`src/include/oc_defines.svh`:
```
`ifndef OC_DEFINES_SVH
`define OC_DEFINES_SVH
// Contract
// In PWM mode the first pulse appears on the output pin even with a timer prescale of 8, 64 or 256.
// The timer control register holds a two-bit prescale select at bits 5:4 choosing 1:1, 1:8, 1:64 or 1:256.
// Compare mode codes 001, 010 and 100 select one-shot compare.
// In one-shot mode the interrupt flag is never set before the output pin has changed state.
// Clearing the mode field re-initialises the unit and keeps the pin driven at its expected level.
// Software should wait twice the prescale factor in CPU cycles after the flag before clearing the mode.
// Instances one and two work in PWM mode from a prescaled timer.
// Software should use a 1:1 prescale for instances three to six in PWM mode.
// A match is the timer count equal to the compare value, sampled on the prescaled timer tick.

// ==========================================================================
// Register offsets (byte addresses).
`define OFS_TIMER_CTRL   8'h00
`define OFS_TIMER_PERIOD 8'h04
`define OFS_TIMER_COUNT  8'h08
`define OFS_COMPARE_CTRL 8'h0c
`define OFS_COMPARE_VAL  8'h10
`define OFS_DUTY_VAL     8'h14
`define OFS_IRQ_STATUS   8'h18
`define OFS_IRQ_ENABLE   8'h1c
`define OFS_IRQ_CLEAR    8'h20

// ==========================================================================
// Field positions and reset values.
`define TCTRL_ON_BIT     0
`define TCTRL_PS_HI      5
`define TCTRL_PS_LO      4
`define CCTRL_MODE_HI    2
`define CCTRL_MODE_LO    0
`define RST_PERIOD       16'hffff
`define IRQ_MATCH_BIT    0
`define IRQ_PERIOD_BIT   1
`define IRQ_WIDTH        2

// ==========================================================================
// Prescaler terminal counts, one less than the division ratio.
`define PS_LIMIT_DIV1    8'h00
`define PS_LIMIT_DIV8    8'h07
`define PS_LIMIT_DIV64   8'h3f
`define PS_LIMIT_DIV256  8'hff
`endif

```
`src/include/oc_pkg.sv`:
```
package oc_pkg;
  typedef enum logic [1:0] {ps_div1, ps_div8, ps_div64, ps_div256} prescale_t;
  typedef enum logic [2:0] {
    mode_off, mode_single_high, mode_single_low, mode_toggle,
    mode_single_pulse, mode_pulse_train, mode_pwm, mode_pwm_fault
  } compare_mode_t;
endpackage

```
`src/verilog/oc_prescaler.sv`:
```
`timescale 1ns/1ns
`include "oc_defines.svh"
// ==========================================================================
// Prescaler: one tick per 1, 8, 64 or 256 clocks while running.
module oc_prescaler
  import oc_pkg::*;
(
  input  wire logic      clk,
  input  wire logic      rst_n,
  input  wire logic      run,
  input  wire prescale_t sel,
  output logic           tick
);
  logic [7:0] cnt_r;
  logic [7:0] limit;

  // Terminal count for the selected ratio.
  always_comb
  begin
    unique case (sel)
      ps_div1:   limit = `PS_LIMIT_DIV1;
      ps_div8:   limit = `PS_LIMIT_DIV8;
      ps_div64:  limit = `PS_LIMIT_DIV64;
      ps_div256: limit = `PS_LIMIT_DIV256;
    endcase
  end

  // Divider restarts when the timer stops, so the first tick is a full period.
  always_ff @(posedge clk or negedge rst_n)
  begin
    if (!rst_n)
      cnt_r <= 8'h00;
    else if (!run || cnt_r >= limit)
      cnt_r <= 8'h00;
    else
      cnt_r <= cnt_r + 8'h01;
  end

  assign tick = run && (cnt_r >= limit);
endmodule

```
`src/verilog/output_compare.sv`:
```
`timescale 1ns/1ns
`include "oc_defines.svh"
// ==========================================================================
// Timer plus output compare unit with a classic Wishbone slave.
module output_compare
  import oc_pkg::*;
#(
  parameter int TW = 16
)
(
  input  wire logic        clk,
  input  wire logic        rst_n,
  input  wire logic        wb_cyc_i,
  input  wire logic        wb_stb_i,
  input  wire logic        wb_we_i,
  input  wire logic [7:0]  wb_adr_i,
  input  wire logic [3:0]  wb_sel_i,
  input  wire logic [31:0] wb_dat_i,
  output logic      [31:0] wb_dat_o,
  output logic             wb_ack_o,
  output logic             compare_output_pin,
  output logic             irq
);
  // The timer must fit the 32-bit data bus and count at least to three.
  if (TW < 2 || TW > 32)
  begin : g_tw_check
    $error("TW must be 2..32");
  end

  logic [TW-1:0]          period_r;
  logic [TW-1:0]          count_r;
  logic [TW-1:0]          cmp_r;
  logic [TW-1:0]          duty_r;
  logic                   timer_on_r;
  prescale_t              timer_prescale_select;
  compare_mode_t          compare_mode_select;
  logic [`IRQ_WIDTH-1:0]  status_r;
  logic [`IRQ_WIDTH-1:0]  enable_r;
  logic                   pin_r;
  logic                   done_r;
  logic                   flag_pend_r;
  logic                   tick;
  logic                   wr;
  logic                   rd;
  logic                   cmp_hit;
  logic                   duty_hit;
  logic                   wrap;
  logic                   pin_nxt;
  logic [31:0]            wnew;
  logic [31:0]            wmask;
  logic [`IRQ_WIDTH-1:0]  ev;
  logic [31:0]            rdata;

  // Turn a byte-enabled write into a new register value.
  function automatic logic [31:0] merge(input logic [31:0] old, input logic [31:0] nw,
                                        input logic [3:0] be);
    logic [31:0] r;
    r = old;
    for (int i = 0; i < 4; i++)
      if (be[i])
        r[i*8 +: 8] = nw[i*8 +: 8];
    return r;
  endfunction

  // One-shot mode codes.
  function automatic logic is_oneshot(input compare_mode_t m);
    return (m == mode_single_high) || (m == mode_single_low) || (m == mode_single_pulse);
  endfunction

  function automatic logic is_pwm(input compare_mode_t m);
    return (m == mode_pwm) || (m == mode_pwm_fault);
  endfunction

  assign wr = wb_cyc_i && wb_stb_i && wb_we_i && !wb_ack_o;
  assign rd = wb_cyc_i && wb_stb_i && !wb_we_i && !wb_ack_o;

  // Byte-enabled write data and its byte mask, so partial writes keep old bytes except in the timer and compare control registers.
  assign wnew  = merge(32'h0000_0000, wb_dat_i, wb_sel_i);
  assign wmask = merge(32'h0000_0000, 32'hffff_ffff, wb_sel_i);

  // ==========================================================================
  // Bus acknowledge: one cycle after the strobe, dropped the next cycle.
  always_ff @(posedge clk or negedge rst_n)
  begin
    if (!rst_n)
      wb_ack_o <= 1'b0;
    else
      wb_ack_o <= wb_cyc_i && wb_stb_i && !wb_ack_o;
  end

  // Read mux; unmapped offsets read zero.
  always_comb
  begin
    rdata = 32'h0000_0000;
    unique case (wb_adr_i)
      `OFS_TIMER_CTRL:
      begin
        rdata[`TCTRL_ON_BIT] = timer_on_r;
        rdata[`TCTRL_PS_HI:`TCTRL_PS_LO] = timer_prescale_select;
      end
      `OFS_TIMER_PERIOD: rdata[TW-1:0] = period_r;
      `OFS_TIMER_COUNT:  rdata[TW-1:0] = count_r;
      `OFS_COMPARE_CTRL: rdata[`CCTRL_MODE_HI:`CCTRL_MODE_LO] = compare_mode_select;
      `OFS_COMPARE_VAL:  rdata[TW-1:0] = cmp_r;
      `OFS_DUTY_VAL:     rdata[TW-1:0] = duty_r;
      `OFS_IRQ_STATUS:   rdata[`IRQ_WIDTH-1:0] = status_r;
      `OFS_IRQ_ENABLE:   rdata[`IRQ_WIDTH-1:0] = enable_r;
      default:           rdata = 32'h0000_0000;
    endcase
  end

  always_ff @(posedge clk or negedge rst_n)
  begin
    if (!rst_n)
      wb_dat_o <= 32'h0000_0000;
    else if (rd)
      wb_dat_o <= rdata;
  end

  // ==========================================================================
  // Configuration registers written by software.
  always_ff @(posedge clk or negedge rst_n)
  begin
    if (!rst_n)
    begin
      timer_on_r            <= 1'b0;
      timer_prescale_select <= ps_div1;
      period_r              <= TW'(`RST_PERIOD);
      cmp_r                 <= '0;
      duty_r                <= '0;
      compare_mode_select   <= mode_off;
      enable_r              <= '0;
    end
    else if (wr)
    begin
      unique case (wb_adr_i)
        `OFS_TIMER_CTRL:
        begin
          timer_on_r            <= wnew[`TCTRL_ON_BIT];
          timer_prescale_select <= prescale_t'(wnew[`TCTRL_PS_HI:`TCTRL_PS_LO]);
        end
        `OFS_TIMER_PERIOD: period_r <= (period_r & ~wmask[TW-1:0]) | wnew[TW-1:0];
        `OFS_COMPARE_CTRL: compare_mode_select <=
          compare_mode_t'(wnew[`CCTRL_MODE_HI:`CCTRL_MODE_LO]);
        `OFS_COMPARE_VAL:  cmp_r <= (cmp_r & ~wmask[TW-1:0]) | wnew[TW-1:0];
        `OFS_DUTY_VAL:     duty_r <= (duty_r & ~wmask[TW-1:0]) | wnew[TW-1:0];
        `OFS_IRQ_ENABLE:
          enable_r <= (enable_r & ~wmask[`IRQ_WIDTH-1:0]) | wnew[`IRQ_WIDTH-1:0];
        default: ;
      endcase
    end
  end

  // ==========================================================================
  // Time base.
  oc_prescaler oc_prescaler_inst
  (
    .clk   (clk),
    .rst_n (rst_n),
    .run   (timer_on_r),
    .sel   (timer_prescale_select),
    .tick  (tick)
  );

  assign wrap = tick && (count_r == period_r);

  always_ff @(posedge clk or negedge rst_n)
  begin
    if (!rst_n)
      count_r <= '0;
    else if (wr && wb_adr_i == `OFS_TIMER_COUNT)
      count_r <= (count_r & ~wmask[TW-1:0]) | wnew[TW-1:0];
    else if (wrap)
      count_r <= '0;
    else if (tick)
      count_r <= count_r + TW'(1);
  end

  // Matches are only seen on a prescaled tick.
  assign cmp_hit  = tick && (count_r == cmp_r);
  assign duty_hit = tick && (count_r == duty_r);

  // ==========================================================================
  // Output pin decision. PWM raises the pin at count zero unless the duty value is zero,
  // including the very first period after the timer starts, independent of the prescale.
  always_comb
  begin
    pin_nxt = pin_r;
    unique case (compare_mode_select)
      mode_off:          pin_nxt = pin_r;
      mode_single_high:  if (cmp_hit && !done_r) pin_nxt = 1'b1;
      mode_single_low:   if (cmp_hit && !done_r) pin_nxt = 1'b0;
      mode_toggle:       if (cmp_hit) pin_nxt = !pin_r;
      mode_single_pulse: if (!done_r) pin_nxt = cmp_hit ? 1'b1 : (duty_hit ? 1'b0 : pin_r);
      mode_pulse_train:  pin_nxt = cmp_hit ? 1'b1 : (duty_hit ? 1'b0 : pin_r);
      mode_pwm, mode_pwm_fault:
        if (tick)
          pin_nxt = (count_r == duty_r) ? 1'b0 : ((count_r == '0) ? 1'b1 : pin_r);
    endcase
  end

  always_ff @(posedge clk or negedge rst_n)
  begin
    if (!rst_n)
      pin_r <= 1'b0;
    else
      pin_r <= pin_nxt;
  end

  // One-shot completion; cleared only by selecting mode_off, which re-arms.
  always_ff @(posedge clk or negedge rst_n)
  begin
    if (!rst_n)
      done_r <= 1'b0;
    else if (compare_mode_select == mode_off)
      done_r <= 1'b0;
    else if (is_oneshot(compare_mode_select) && !done_r &&
             ((compare_mode_select == mode_single_pulse) ? duty_hit : cmp_hit))
      done_r <= 1'b1;
  end

  // The flag is raised a cycle after the pin register takes its new level.
  always_ff @(posedge clk or negedge rst_n)
  begin
    if (!rst_n)
      flag_pend_r <= 1'b0;
    else
      flag_pend_r <= (compare_mode_select != mode_off) &&
                     (is_pwm(compare_mode_select) ? (tick && count_r == '0) :
                      (cmp_hit && !(is_oneshot(compare_mode_select) && done_r)));
  end

  assign ev = {wrap, flag_pend_r};

  // ==========================================================================
  // Sticky status: a new event wins over a same-cycle clear.
  always_ff @(posedge clk or negedge rst_n)
  begin
    if (!rst_n)
      status_r <= '0;
    else if (wr && wb_adr_i == `OFS_IRQ_CLEAR)
      status_r <= (status_r & ~(wb_dat_i[`IRQ_WIDTH-1:0] & {`IRQ_WIDTH{wb_sel_i[0]}})) | ev;
    else
      status_r <= status_r | ev;
  end

  always_ff @(posedge clk or negedge rst_n)
  begin
    if (!rst_n)
      irq <= 1'b0;
    else
      irq <= |(status_r & enable_r);
  end

  assign compare_output_pin = pin_r;
endmodule
```
`config.mk`:
```
export PLATFORM = sky130hd
export DESIGN_NAME = output_compare
export DESIGN_NICKNAME = d
export VERILOG_FILES = /design/src/include/oc_pkg.sv /design/src/verilog/oc_prescaler.sv /design/src/verilog/output_compare.sv
export VERILOG_INCLUDE_DIRS = /design/src /design/src/include
export SDC_FILE = /design/constraint.sdc
export NUM_CORES = 1
export LEC_CHECK = 0
export ABC_CLOCK_PERIOD_IN_PS = 6800
export BUFFER_PORTS_ARGS = -buffer_cell sky130_fd_sc_hd__clkbuf_2
export CAP_MARGIN = 30
export CORE_UTILIZATION = 60
export CTS_CLUSTER_DIAMETER = 120
export DETAILED_ROUTE_END_ITERATION = 10
export PLACE_DENSITY = 0.88
export SLEW_MARGIN = 20
export SYNTH_ARGS = -nofsm -noshare
export SYNTH_HDL_FRONTEND = slang
export SYNTH_HIERARCHICAL = 1
export SYNTH_SLANG_ARGS = --single-unit
```
`constraint.sdc`:
```
create_clock -name clk -period 6.8 [get_ports clk]
set_input_delay 1.36 -clock clk [delete_from_list [all_inputs] [get_ports clk]]
set_output_delay 1.36 -clock clk [all_outputs]
set_load 0.01 [all_outputs]
```
==> impl_metrics.yaml <==
timing:
  skew_ps: 16.7
  finalSetupTns_ps: 0
  hold_viol: 0
  max_freq_mhz: 306
  max-slew-margin-rel_pct: 39.8
  drv_slew: 0
  rsz0062_at_grt: "false"
  tightest_slew_ps: 902
  finalCritPeriodShare_pct: 48.1
  hold_ws_ps: 439
  setup_viol: 0
  period_minus_slack_ps: 3270
  setup_ws_ps: 3530
power:
  p_leak_nw: 2.89
  total_power_w: 0.00120
  vdd_drop_max_mv: 0.0965
  power.switching_w: 0.000315
  p_clk_share_pct: 37.2
  intPower_w: 0.000886
  seqPwrFrac_pct: 53.5
  netSwitchingFraction_pct: 26.2
  power_density_nw_per_um2: 183
  p_comb_share_pct: 9.3
synthesis:
  syn_area_um2: 6130
  synth_seq_area_share_pct: 42.3
  yosysMostFrequentCell: "dfrtp_1"
  synthCells: 603
  synthArstFlopShare_pct: 100
  synth_commonest_cells: "87 x dfrtp_1, 61 x nand2_1, 51 x mux2_2"
  avgSynthCellArea_um2: 10.2
  synth_top_area_cell: "dfrtp_1"
  synth_area_leaders: "dfrtp_1 35%, mux2_2 9.4%, dfstp_2 6.9%, xnor2_1 4.1%, a22oi_1 4.0%"
  yosysTopAreaCellShare_pct: 35.5
  synthDistinctLibCells: 71
  yosysWarnings: 6
  synth_seq_cells: 103
  ys.flop_type: "dfrtp_1"
  synth_edf_count: 0
grt:
  grt_pass1_vias: 4902
  grt_pass1_wl_mm: 24.9
  grt_max_degree: 55
  grt_use_total_pct: 31.7
  antenna_found_initial: 0
  overflow: 0
finish:
  areaGrowthSynthToFinish_pct: 6.87
  regArea_um2: 2600
  multiInputGateArea_um2: 3230
  n_antenna_cell: 0
  nets: 687
  drive_gt1_share_pct: 25.2
  nFillCells: 724
floorplanning:
  coreArea_um2: 9820
  initial_utilization_pct: 62.5
  die_y_um: 103
  fp-row-count: 36
  die_x_um: 103
  die_area_um2: 10600
  ios: 84
setup_path:
  r2r_cells: 10
  worstPathArrival_ps: 3550
  rr_startpoint: "timer_prescale_select[1]"
  start_kind: "register"
  r2r_setup_slack_ps: 3530
  end_kind: "register"
  critical_path.max_fanout: 19
  required_ps: 7080
  critPathKind: "register to register"
cts:
  htree_levels: 3
  clock-sinks: 103
  post_cts_buffers: 0
  cts_tree: "done"
  clk_pin_slew_ps: 100
  cts_buffers: 9
  cts_resized: 0
  cts-hold-fix-buffers: 0
  cts.path.max_buffers: 2
  clock_latency_ps: 390
  clock-root-buffer: "clkbuf_8"
flow_run:
  max-cap-violations: 0
routing:
  wire_per_inst_um: 20.9
  via_count: 5117
  antenna_left: 0
  drc: 0
  drt-total-wl_mm: 16.0
  drt_iter0_markers: 440
  vias_per_cell: 6.67
  firstDrtPassIters: 6
worst_hold_path:
  hold_depth: 1
  hold_end: "status_r[0]"
  min_from: "flag_pend_r"
  hold_class: "register to register"
place:
  post-place-ws_ps: 2960
  hpwl_mm: 11.3
  gp_congestion: 0.904
  port_buffers: 49
outcome:
  outcome: "finished clean"
cell type report:
type | instances | share of cell area [%]
clock buffers | 10 | 2.10
clock inverters | 6 | 1.37
repair buffers | 54 | 4.43
inverters | 11 | 0.630
well taps | 133 | 2.54
flip-flops and latches | 103 | 39.6
multi-input cells | 450 | 49.3
placed cells by master (no fill, tap or decap), types with 3 or more instances in the layout:
master,count
dfstp_2,16
a22oi_1,33
nand4_1,16
o21ai_1,3
nand3_1,19
o21ai_0,20
inv_1,11
conb_1,16
nand4b_1,3
nor3_1,14
nor2_2,3
nor4_1,12
xnor2_1,29
nand2b_1,5
buf_4,4
a222oi_1,4
nand2_1,61
nand2_2,6
clkbuf_8,10
a31oi_1,5
a22o_1,12
and3_1,3
xor2_1,26
nor2_1,22
nor2b_1,4
ha_1,9
a2111oi_1,6
and2_1,4
o211ai_1,3
mux2_2,51
dfrtp_1,87
clkbuf_2,49
a21oi_1,13
worst max-delay path: stages, from the launching register on:
cell and delay [ps]:
dfrtp_1 470, nand2_1 130, ha_1 350, and4_1 390, or3b_1 410, a21oi_1 140
buf_4 240, nand4_1 110, o21a_1 430, a222oi_1 390, nand2_1 90
per-layer routing:
layer	track usage, %	up-vias	share of wire [%]
li1	-	2228	-
met1	41.2	2527	39
met2	51.1	300	49
met3	5.83	62	8.5
met4	16.0	0	3.9
met5	0	-	0
power groups by stage:
stage	sequential, W	combinational, W	clock [W]
finish	0.000642	0.000112	0.000446
global route	0.000643	0.000125	0.000468
CTS	0.000641	0.000112	0.000444
detailed placement	0.000653	0.000111	0
global placement	0.000652	0.000107	0
floorplan	0.000645	0.0000786	0
logic make-up after synthesis:
family / after synthesis / synth area share (%)
and+or+nand+nor: 193 / 16.7
AOI/OAI and AO/OA: 122 / 14.9
DFF: 103 / 42.3
buffers and inverters: 65 / 5.87
xor gates and xnor gates: 55 / 7.85
muxes: 54 / 10.3
adders and majority gates: 10 / 2.00
other: 1 / 0.0611
worst max path at each step:
stage	startpoint	depth (start not counted)	slack (ps)	endpoint
3_3_place_gp	wb_adr_i[1]	7	3090	wb_dat_o[15]
3_5_place_dp	wb_adr_i[1]	7	2960	wb_dat_o[12]
6_report	timer_prescale_select[1]	10	3530	register
2_1_floorplan	timer_prescale_select[1]	12	3930	register
5_1_grt	timer_prescale_select[1]	10	3310	register
4_1_cts	wb_adr_i[1]	7	3300	wb_dat_o[12]
stage by stage:
| stage | std cells | util (%) | cell area (µm²) |
|---|---|---|---|
| detailed placement | 749 | 64.2 | 6310 |
| floorplan | 618 | - | 6190 |
| global placement | 749 | 64.2 | 6310 |
| CTS | 765 | 66.6 | 6540 |
| finish | 767 | 66.8 | 6560 |
| global route | 767 | 66.8 | 6560 |
(Power assumes the default switching activity.)
